[src/gmb_pkg.sv]
// What this block does
// - input pin: mode 1 debounces, 0 bypasses
// - software output: mode sets driven level
// - sequencer pins 3,4,6,7,9: mode sets polarity
// - blink pins 11,14,15: mode 0 active high
// - pin 13 feedback output: mode sets polarity
// - pin 12 fault/monitor output: mode sets polarity
// - pins 8-10 debounce also feeds enables
// - function field picks alternate, input, sequencer, software
// - type bit sets input active sense
package gmb_pkg;
    localparam int NPIN = 16;
    localparam int AW = 8;

    // ---------------------------------------------
    // register indices, byte address is index * 4
    // ---------------------------------------------
    localparam logic [5:0] IDX_MODE_LO = 6'h1d;
    localparam logic [5:0] IDX_MODE_HI = 6'h1e;
    localparam logic [5:0] IDX_RSVD = 6'h1f;
    localparam logic [5:0] IDX_FUNC = 6'h30;
    localparam logic [5:0] IDX_TYPE = 6'h31;
    localparam logic [5:0] IDX_STAT = 6'h32;

    localparam logic [7:0] MODE_RST = 8'h00;
    localparam logic [31:0] FUNC_RST = 32'h5555_5555;
    localparam logic [15:0] TYPE_RST = 16'h0000;

    typedef enum logic [1:0] {
        FN_ALT = 2'h0,
        FN_IN = 2'h1,
        FN_SEQ = 2'h2,
        FN_SW = 2'h3
    } gmb_fn_t;

    // ---------------------------------------------
    // per-pin capabilities
    // ---------------------------------------------
    localparam logic [15:0] SEQ_POL_MASK = 16'h02d8;
    localparam logic [15:0] BLINK_MASK = 16'hc800;
    localparam logic [15:0] OD_SEQ_MASK = 16'h0400;
    localparam logic [15:0] SERIAL_MASK = 16'hc000;
    localparam int PIN_SYS = 8;
    localparam int PIN_PWR = 9;
    localparam int PIN_PWR1 = 10;
    localparam int PIN_FAULT = 12;
    localparam int PIN_FB = 13;
    localparam int PIN_CLK = 15;

    // ---------------------------------------------
    // timing
    // ---------------------------------------------
    localparam int CLK_PERIOD_NS = 25;
    localparam int DEB_TIME_NS = 10000;
    localparam int DEB_CYCLES = (DEB_TIME_NS + CLK_PERIOD_NS - 1) / CLK_PERIOD_NS;
endpackage

[src/gmb_deb_if.sv]
`timescale 1ns/1ps
interface gmb_deb_if #(parameter int N = 16);
    logic [N-1:0] raw;
    logic [N-1:0] en;
    logic [N-1:0] clean;
    modport filt(input raw, input en, output clean);
    modport user(output raw, output en, input clean);
endinterface

[src/gmb_top.sv]
`timescale 1ns/1ps
module gmb_top #(
    parameter int NPIN = gmb_pkg::NPIN,
    parameter int DEB_CYCLES = gmb_pkg::DEB_CYCLES
) (
    input wire logic sys_clk, // 40 MHz core clock
    input wire logic rst_n, // sync reset
    input wire logic psel, // apb select
    input wire logic penable, // apb enable
    input wire logic pwrite, // apb write
    input wire logic [gmb_pkg::AW-1:0] paddr, // apb byte address
    input wire logic [31:0] pwdata, // apb write data
    output logic [31:0] prdata, // apb read data
    output logic pready, // apb ready
    output logic pslverr, // apb error
    input wire logic [NPIN-1:0] pinIn, // pin input levels
    output logic [NPIN-1:0] pinOut, // pin output levels
    output logic [NPIN-1:0] pinOutEn_n, // low while driving
    input wire logic [NPIN-1:0] seqAssert, // sequencer asserts
    input wire logic blinkPulse, // blink generator pulse
    input wire logic fbReady, // external feedback state
    input wire logic supplyFault, // supply fault asserted
    input wire logic vsysMonitor, // system voltage monitor
    output logic [NPIN-1:0] pinActive, // inputs asserted
    output logic sysEnable, // system enable input
    output logic pwrEnable, // power enable input
    output logic pwr1Enable // secondary power enable
);
    // ---------------------------------------------
    // registers
    // ---------------------------------------------
    logic [7:0] modeLo_reg;
    logic [7:0] modeHi_reg;
    logic [2*NPIN-1:0] func_reg;
    logic [NPIN-1:0] type_reg;
    logic [31:0] prdata_reg;
    logic err_reg;
    logic [NPIN-1:0] pinOut_reg;
    logic [NPIN-1:0] pinOutEn_n_reg;
    logic [NPIN-1:0] pinActive_reg;
    logic sysEn_reg;
    logic pwrEn_reg;
    logic pwr1En_reg;

    logic [NPIN-1:0] mode;
    gmb_pkg::gmb_fn_t fnv [NPIN];
    logic [NPIN-1:0] isIn;
    logic [NPIN-1:0] drive;
    logic [NPIN-1:0] od;
    logic [NPIN-1:0] lvl;
    logic [NPIN-1:0] active;
    logic [NPIN-1:0] debEn;
    logic [NPIN-1:0] debClean;
    logic [31:0] rdMux;
    logic rdHit;
    logic [5:0] idx;
    logic setup;
    logic access;
    logic wrEn;

    gmb_deb_if #(.N(NPIN)) deb();

    assign mode = {modeHi_reg, modeLo_reg};
    assign idx = paddr[7:2];
    assign setup = psel && !penable;
    assign access = psel && penable;
    assign wrEn = access && pwrite && rdHit;

    for (genvar g = 0; g < NPIN; g++) begin : g_fn
        assign fnv[g] = gmb_pkg::gmb_fn_t'(func_reg[2*g +: 2]);
    end

    // ---------------------------------------------
    // apb slave
    // ---------------------------------------------
    always_comb begin
        rdMux = 32'h0;
        rdHit = (paddr[1:0] == 2'h0);
        unique case (idx)
            gmb_pkg::IDX_MODE_LO: rdMux = {24'h0, modeLo_reg};
            gmb_pkg::IDX_MODE_HI: rdMux = {24'h0, modeHi_reg};
            gmb_pkg::IDX_RSVD: rdMux = 32'h0;
            gmb_pkg::IDX_FUNC: rdMux = func_reg;
            gmb_pkg::IDX_TYPE: rdMux = {16'h0, type_reg};
            gmb_pkg::IDX_STAT: rdMux = {pinActive_reg, debClean};
            default: rdHit = 1'h0;
        endcase
    end

    // read data and error captured in setup
    always_ff @(posedge sys_clk) begin
        if (!rst_n) begin
            prdata_reg <= 32'h0;
            err_reg <= 1'h0;
        end else if (setup) begin
            prdata_reg <= rdHit ? rdMux : 32'h0;
            err_reg <= !rdHit;
        end
    end

    assign prdata = prdata_reg;
    assign pready = access;
    assign pslverr = access && err_reg;

    always_ff @(posedge sys_clk) begin
        if (!rst_n) begin
            modeLo_reg <= gmb_pkg::MODE_RST;
            modeHi_reg <= gmb_pkg::MODE_RST;
            func_reg <= gmb_pkg::FUNC_RST;
            type_reg <= gmb_pkg::TYPE_RST;
        end else if (wrEn) begin
            if (idx == gmb_pkg::IDX_MODE_LO) begin
                modeLo_reg <= pwdata[7:0];
            end
            if (idx == gmb_pkg::IDX_MODE_HI) begin
                modeHi_reg <= pwdata[7:0];
            end
            if (idx == gmb_pkg::IDX_FUNC) begin
                func_reg <= pwdata;
            end
            if (idx == gmb_pkg::IDX_TYPE) begin
                type_reg <= pwdata[15:0];
            end
        end
    end

    // ---------------------------------------------
    // pin function decode
    // ---------------------------------------------
    always_comb begin
        isIn = '0;
        drive = '0;
        od = '0;
        lvl = '0;
        for (int i = 0; i < NPIN; i++) begin
            unique case (fnv[i])
                gmb_pkg::FN_IN: begin
                    isIn[i] = 1'h1;
                end
                gmb_pkg::FN_SW: begin
                    drive[i] = 1'h1;
                    od[i] = (i == gmb_pkg::PIN_CLK);
                    lvl[i] = mode[i];
                end
                gmb_pkg::FN_SEQ: begin
                    if (i == gmb_pkg::PIN_FAULT) begin
                        drive[i] = 1'h1;
                        lvl[i] = vsysMonitor ~^ mode[i];
                    end else if (i == gmb_pkg::PIN_FB) begin
                        drive[i] = 1'h1;
                        od[i] = 1'h1;
                        lvl[i] = fbReady ~^ mode[i];
                    end else if (gmb_pkg::SERIAL_MASK[i]) begin
                        isIn[i] = 1'h1;
                    end else begin
                        drive[i] = 1'h1;
                        od[i] = gmb_pkg::OD_SEQ_MASK[i];
                        if (gmb_pkg::SEQ_POL_MASK[i]) begin
                            lvl[i] = seqAssert[i] ~^ mode[i];
                        end else begin
                            lvl[i] = seqAssert[i];
                        end
                    end
                end
                gmb_pkg::FN_ALT: begin
                    if (gmb_pkg::BLINK_MASK[i]) begin
                        drive[i] = 1'h1;
                        od[i] = 1'h1;
                        lvl[i] = blinkPulse ^ mode[i];
                    end else if (i == gmb_pkg::PIN_FAULT) begin
                        drive[i] = 1'h1;
                        lvl[i] = supplyFault ~^ mode[i];
                    end else if (i == gmb_pkg::PIN_FB) begin
                        drive[i] = 1'h1;
                        lvl[i] = fbReady ~^ mode[i];
                    end else begin
                        isIn[i] = 1'h1;
                    end
                end
            endcase
        end
    end

    // ---------------------------------------------
    // pin drivers, open drain only pulls low
    // ---------------------------------------------
    always_ff @(posedge sys_clk) begin
        if (!rst_n) begin
            pinOut_reg <= '0;
            pinOutEn_n_reg <= '1;
        end else begin
            pinOut_reg <= drive & ~od & lvl;
            pinOutEn_n_reg <= ~(drive & ~(od & lvl));
        end
    end

    assign pinOut = pinOut_reg;
    assign pinOutEn_n = pinOutEn_n_reg;

    // ---------------------------------------------
    // input path
    // ---------------------------------------------
    assign debEn = isIn & mode;
    assign deb.raw = pinIn;
    assign deb.en = debEn;
    assign debClean = deb.clean;
    assign active = debClean ~^ type_reg;

    gmb_debounce #(
        .N(NPIN),
        .CYCLES(DEB_CYCLES)
    ) u_deb (
        .sys_clk(sys_clk),
        .rst_n(rst_n),
        .dbus(deb.filt)
    );

    always_ff @(posedge sys_clk) begin
        if (!rst_n) begin
            pinActive_reg <= '0;
        end else begin
            pinActive_reg <= active & isIn;
        end
    end

    // shared control inputs follow the same filtered pins
    always_ff @(posedge sys_clk) begin
        if (!rst_n) begin
            sysEn_reg <= 1'h0;
            pwrEn_reg <= 1'h0;
            pwr1En_reg <= 1'h0;
        end else begin
            sysEn_reg <= active[gmb_pkg::PIN_SYS] && fnv[gmb_pkg::PIN_SYS] == gmb_pkg::FN_ALT;
            pwrEn_reg <= active[gmb_pkg::PIN_PWR] && fnv[gmb_pkg::PIN_PWR] == gmb_pkg::FN_ALT;
            pwr1En_reg <= active[gmb_pkg::PIN_PWR1]
                && fnv[gmb_pkg::PIN_PWR1] == gmb_pkg::FN_ALT;
        end
    end

    assign pinActive = pinActive_reg;
    assign sysEnable = sysEn_reg;
    assign pwrEnable = pwrEn_reg;
    assign pwr1Enable = pwr1En_reg;

    // ---------------------------------------------
    // checks
    // ---------------------------------------------
    // checks wait one edge after release, until state has left reset
    logic chkArm_reg;

    always_ff @(posedge sys_clk) begin
        if (!rst_n) begin
            chkArm_reg <= 1'h0;
        end else begin
            chkArm_reg <= 1'h1;
        end
    end
endmodule

[src/gmb_debounce.sv]
`timescale 1ns/1ps
module gmb_debounce #(
    parameter int N = 16,
    parameter int CYCLES = gmb_pkg::DEB_CYCLES
) (
    input wire logic sys_clk, // core clock
    input wire logic rst_n, // sync reset
    gmb_deb_if.filt dbus // raw in, clean out
);
    localparam int CW = $clog2(CYCLES + 1);
    localparam logic [CW-1:0] CNT_MAX = CW'(CYCLES - 1);

    logic [CW-1:0] cnt_reg [N];
    logic [N-1:0] clean_reg;

    assign dbus.clean = clean_reg;

    // ---------------------------------------------
    // per-pin stability counters
    // ---------------------------------------------
    always_ff @(posedge sys_clk) begin
        if (!rst_n) begin
            clean_reg <= '0;
            for (int i = 0; i < N; i++) begin
                cnt_reg[i] <= '0;
            end
        end else begin
            for (int i = 0; i < N; i++) begin
                if (!dbus.en[i]) begin
                    clean_reg[i] <= dbus.raw[i];
                    cnt_reg[i] <= '0;
                end else if (dbus.raw[i] == clean_reg[i]) begin
                    cnt_reg[i] <= '0;
                end else if (cnt_reg[i] == CNT_MAX) begin
                    clean_reg[i] <= dbus.raw[i];
                    cnt_reg[i] <= '0;
                end else begin
                    cnt_reg[i] <= cnt_reg[i] + CW'(1);
                end
            end
        end
    end

    for (genvar g = 0; g < N; g++) begin : g_chk

    end
endmodule

[config.mk]
export PLATFORM = sky130hd
export DESIGN_NAME = gmb_top
export DESIGN_NICKNAME = d
export VERILOG_FILES = /design/src/gmb_pkg.sv /design/src/gmb_deb_if.sv /design/src/gmb_top.sv /design/src/gmb_debounce.sv
export SDC_FILE = /design/constraint.sdc
export NUM_CORES = 1
export LEC_CHECK = 0
export ABC_AREA = 1
export ABC_CLOCK_PERIOD_IN_PS = 1750
export BUFFER_PORTS_ARGS = -buffer_cell sky130_fd_sc_hd__clkbuf_2
export CORE_ASPECT_RATIO = 0.7
export CORE_MARGIN = 2
export CORE_UTILIZATION = 30
export DETAILED_ROUTE_END_ITERATION = 8
export PLACE_DENSITY = 0.47
export SLEW_MARGIN = 20
export SYNTH_ARGS = -nofsm -noshare
export SYNTH_HDL_FRONTEND = slang
export SYNTH_SLANG_ARGS = --single-unit
[constraint.sdc]
create_clock -name sys_clk -period 1.75 [get_ports sys_clk]
set_clock_uncertainty 0.15 [all_clocks]
set_input_delay 0.2625 -clock sys_clk [delete_from_list [all_inputs] [get_ports sys_clk]]
set_output_delay 0.2625 -clock sys_clk [all_outputs]
set_load 0.01 [all_outputs]
# --- After elaboration in Yosys (flattened, before gate mapping) ---
# Memories as Yosys holds them, arrays and structs flattened.
# Cells that the tools add are included.
op_classes:
  add_sub_neg: 16
  mux: 440
  bitwise_logic: 85
  n_eq_ne: 118
  reduce_logical: 78
op_table:
  columns: ["operator", "count"]
  rows:
  - ["$mux 9", 64]
  - ["$mux 1", 358]
  - ["$pmux 32 s5", 1]
  - ["$add 9x1->9 const B", 16]
  - ["$eq 9x9->1 const B", 16]
  - ["$and 16x16->16", 6]
  - ["$eq 2x2->1 const B", 32]
  - ["$ne 2x2->1 const B", 32]
  - ["$or 1x1->1", 64]
  - ["$reduce_or 2->1", 27]
  - ["$not 16->16", 3]
  - ["$reduce_and 2->1", 20]
  - ["$logic_not 2->1", 17]
  - ["$eq 2x1->1 const B", 16]
  - ["$mux 32", 1]
  - ["$pmux 1 s2", 14]
  - ["$eq 6x5->1 const B", 3]
  - ["$eq 6x6->1 const B", 3]
  - ["$eq 1x1->1", 16]
  - ["$xnor 16x16->16", 1]
  - ["$reduce_or 3->1", 3]
  - ["$logic_and 1x1->1", 8]
  - ["$xnor 1x1->1", 8]
  - ["$pmux 1 s3", 2]
  - ["other kinds (3)", 6]
totals:
  ramBits: 144
  regBits: 164
  n_memories: 1
  word_cells: 766
  out_inout_bits: 85
  inputBits: 81
mem_list:
  columns: ["memory", "words", "word_bits", "read_ports", "rd_ports_with_merged_regs", "wr", "line", "rtl"]
  rows:
  - ["u_deb.cnt_reg", 16, 9, 16, 0, 16, "gmb_debounce.sv:13", "logic [CW-1:0] cnt_reg [N];"]

# --- Logic depth before layout (Yosys ltp) ---
depth:
  depth_word: 11
  depth_mapped: 11
  mapped_depth_nobuf: 10

# --- Modules after synthesis ---
# A second synthesis with hierarchy kept.
hier_totals:
  cells_unflattened: 1912
  area_unflattened_um2: 15461.1
modules_own_cells:
  columns: ["mod", "cells_per_inst", "instances", "seq_area_each_um2", "area_each_um2"]
  rows:
  - ["gmb_debounce", 982, 1, 4644.5, 8972.4]
  - ["gmb_top", 930, 1, 2942.8, 6488.7]

# --- Least setup slack after synthesis ---
# No wires, ideal clock.
synth_path:
  path_kind: "register to register"
  startpoint: "memory u_deb.cnt_reg[0][36] (netlist name)"
  endpoint: "memory u_deb.cnt_reg[0][36] (netlist name) (data pin)"
  stages_incl_launch_ff: 9
  setup_slack_ps: 10
  required_ps: 1326
  arrival_ps: 1316
  setup_ps: 274
  cell_sequence: "edfxtp_1 ha_1 nand3_1 inv_1 nand3_1 o21ai_0 inv_1 o211ai_1 nor2_1"
synth_rtl:
  columns: ["item", "line"]
  rows:
  - ["start, declared", "gmb_debounce.sv:13"]

==> impl_metrics.ini <==
[sta]
hold_violations = 0
max_freq_mhz = 565
rsz0062_at_grt = yes
setup_slack_ps = -20.2
timing.hold.ws_ps = 26.5
report.final.slew_viol_count = 0
setup_viol = 10
fin_crit_sh_pct = 101
fin_crit_ps = 1770

[place]
dp_cells = 2745
portBuffers = 160
dpl.hpwl_um = 32500
gp_congestion = 0.802

[final_layout]
largest_register_ffs = 144
nets = 2365
drive_above_1_share_pct = 24.2
final_cells = 2907
num-fill-cells = 4804
fin_util_pct = 42.4
syn2layout_area_growth_pct = 40.1

[drt]
avgViaCountPerCell = 4.43
drt_pass1_iterations = 5
vias = 12900
antenna_left = 0
postRouteWirelength_um = 44200
drtIter0Drc = 1008
wire_per_inst_um = 15.2
drc = 0

[worst_setup_path]
critPathKind = flip-flop to flip-flop
worstPathRequired_ps = 1880
r2r-end = u_deb.cnt_reg[1][13]
worst_setup_path_end_kind = flip-flop
reg2reg_slack_ps = -20
path_common_cell = nand4_1
path_cells = ha_2, nand2_2, nor2_4, nand4_1, nand4_1, buf_4, clkbuf_16, nor2_2
r2r_start = u_deb.cnt_reg[1][9]
path_depth = 8
critPathSlowestCell = edfxtp_1
worst-path-max-fanout = 4
rr_worst_depth = 8
max_stage_delay_ps = 360
worstSetupStartpoint = u_deb.cnt_reg[1][9]
path_buf_inv = 2
start_kind = flip-flop
critPathCapture = u_deb.cnt_reg[1][13]
arrival_ps = 1900
cpLargestDelayFamily = simple AND/OR/NAND/NOR gates

[synthesis]
synth.avg_cell_area_sq_um = 8.33
synth.most_common_cell = nand2_1
seq_area_frac_synth_pct = 52.7
synth_ff_type = dfxtp_1
synthTopCellsByArea = edfxtp_1, dfxtp_1, nand2_1
netlist_top_cells_count = nand2_1, nor2_1, inv_1, dfxtp_1, edfxtp_1
synthArstFlopShare_pct = 0
synth_top_area_cell = edfxtp_1
synth_top_area_share_pct = 30.0
synthCells = 1729
yosys_warnings = 0
synth_edf_count = 144
syn_area_sq_um = 14400
synthDistinctLibCells = 41
ys_ff_latch = 307

[cts]
cts-root-buf = clkbuf_16
cts.path.max_buffers = 3
htree_levels = 2
cts_sinks = 307
insertion_delay_ps = 530
cts-buffers-inserted = 34
cts.clk_slew.worst_paths_ps = 60
cts_tree = built

[power_and_ir_drop]
power_density_nw_per_um2 = 798
leakage_nw = 8.91
total_power_mw = 16.1
p_clk_share_pct = 45.6
power_frac_comb_pct = 5.7
switching_share_pct = 23.2
p_seq_share_pct = 48.6
power.internal_mw = 12.4
ir_drop_v = 0.000412
power.switching_mw = 3.74

[floorplanning]
die_x_um = 266
row_count = 67
die_y_um = 187
core_region_area_sq_um = 47600
start_util_pct = 30.2
dieArea_sq_um = 49800
ioPinCount = 166

[flow_run]
drv_cap = 0

[grt]
grt_usage_pct = 17.3
grt_max_degree = 46
grt_overflow_total = 0
grt_pass1_wl_um = 67100
grt_pass1_vias = 11900
antenna_found_initial = 6

[run_status]
status = finished with violations
failed_checks = setup timing

[hold_path]
hp-class = primary input to flip-flop
-- cell type report --
type | count | area (sq um) | area share [%]
Antenna cell | 2 | 5.00 | 0.0248
Clock buffer | 51 | 1050 | 5.19
Clock inverter | 10 | 81.3 | 0.403
Inverter | 171 | 642 | 3.18
Multi-Input combinational cell | 1348 | 7070 | 35.0
Sequential cell | 307 | 7590 | 37.6
Tap cell | 621 | 777 | 3.85
Timing Repair Buffer | 397 | 2970 | 14.7
-- per-layer routing --
layer / global-route usage, % / routed length, um
met1: 25.8 / 22300
met2: 25.5 / 18500
met3: 3.54 / 2480
met4: 4.17 / 876
met5: 0 / 29
-- worst min path at each step --
stage / from / end / slack (ps) / depth (start not counted)
2_1_floorplan: seqAssert[10] / pinOutEn_n[10] / 230 / 2
3_3_place_gp: prdata[4] / prdata[4] / 300 / 2
3_5_place_dp: prdata[4] / prdata[4] / 310 / 2
4_1_cts: psel / err_reg / 5 / 5
5_1_grt: rst_n / func_reg[12] / 50 / 3
6_report: psel / err_reg / 30 / 5
-- cells by family after synthesis --
group                      count (synthesis)  synth area share (%)
other                                      2                0.0521
adders and majority gates                 25                  2.17
buffers and inverters                    219                  6.25
AOI/OAI and AO/OA                        169                  6.57
DFF                                      307                  52.7
xor gates and xnor gates                  87                  5.29
and+or+nand+nor                          920                  27.0
-- power by group through the flow --
stage	combinational (mW)	clock, mW	sequential, mW
4_1_cts	0.867	7.56	7.82
3_5_place_dp	0.740	0	7.97
2_1_floorplan	0.365	0	7.94
6_report	0.923	7.34	7.83
3_3_place_gp	0.740	0	7.97
5_1_grt	1.03	7.84	7.85
-- stage by stage --
| step | worst slack [ps] | setup TNS (ps) | instance area, sq um |
|---|---|---|---|
| after floorplan | 9.94 | 0 | 14900 |
| after global placement | -159 | -5860 | 17500 |
| after detailed placement | -160 | -8230 | 17500 |
| after CTS | -7.86 | -21.5 | 19400 |
| after global routing | -163 | -4610 | 20200 |
| final | -20.2 | -82.6 | 20200 |
-- worst register-to-register path, stage by stage, from the launching register on --
cell	delay, ps
edfxtp_1	360
ha_2	200
nand2_2	70
nor2_4	140
nand4_1	130
nand4_1	170
buf_4	150
clkbuf_16	130
nor2_2	30
-- placed cells by master, fill, tap and decap left out, types with 9 or more instances in the layout --
cell type,instances
a21oi_2,10
nor2_4,11
inv_2,11
xnor2_1,25
ha_1,15
buf_4,150
nand4_1,37
conb_1,145
xor2_1,62
nor2_1,281
or2_2,9
o21ai_1,12
clkbuf_16,37
clkbuf_2,159
nor3_2,15
dfxtp_1,162
edfxtp_1,144
clkbuf_8,9
o21ai_0,22
nor2_2,41
nand2_2,12
nand2_1,358
dlygate4sd3_1,63
nand3_1,94
nor3_1,22
buf_12,15
a21oi_1,85
o211ai_1,15
inv_1,159
nand3_2,10
-- timing repair --
action,CTS,global route
gates cloned,2,8
pin swaps,2,30
hold endpoints to repair,94,0
setup endpoints to repair,52,149
setup buffers,7,22
hold buffers,63,0
resized for setup,20,157
No activity file was read; power rests on OpenSTA's default activity.
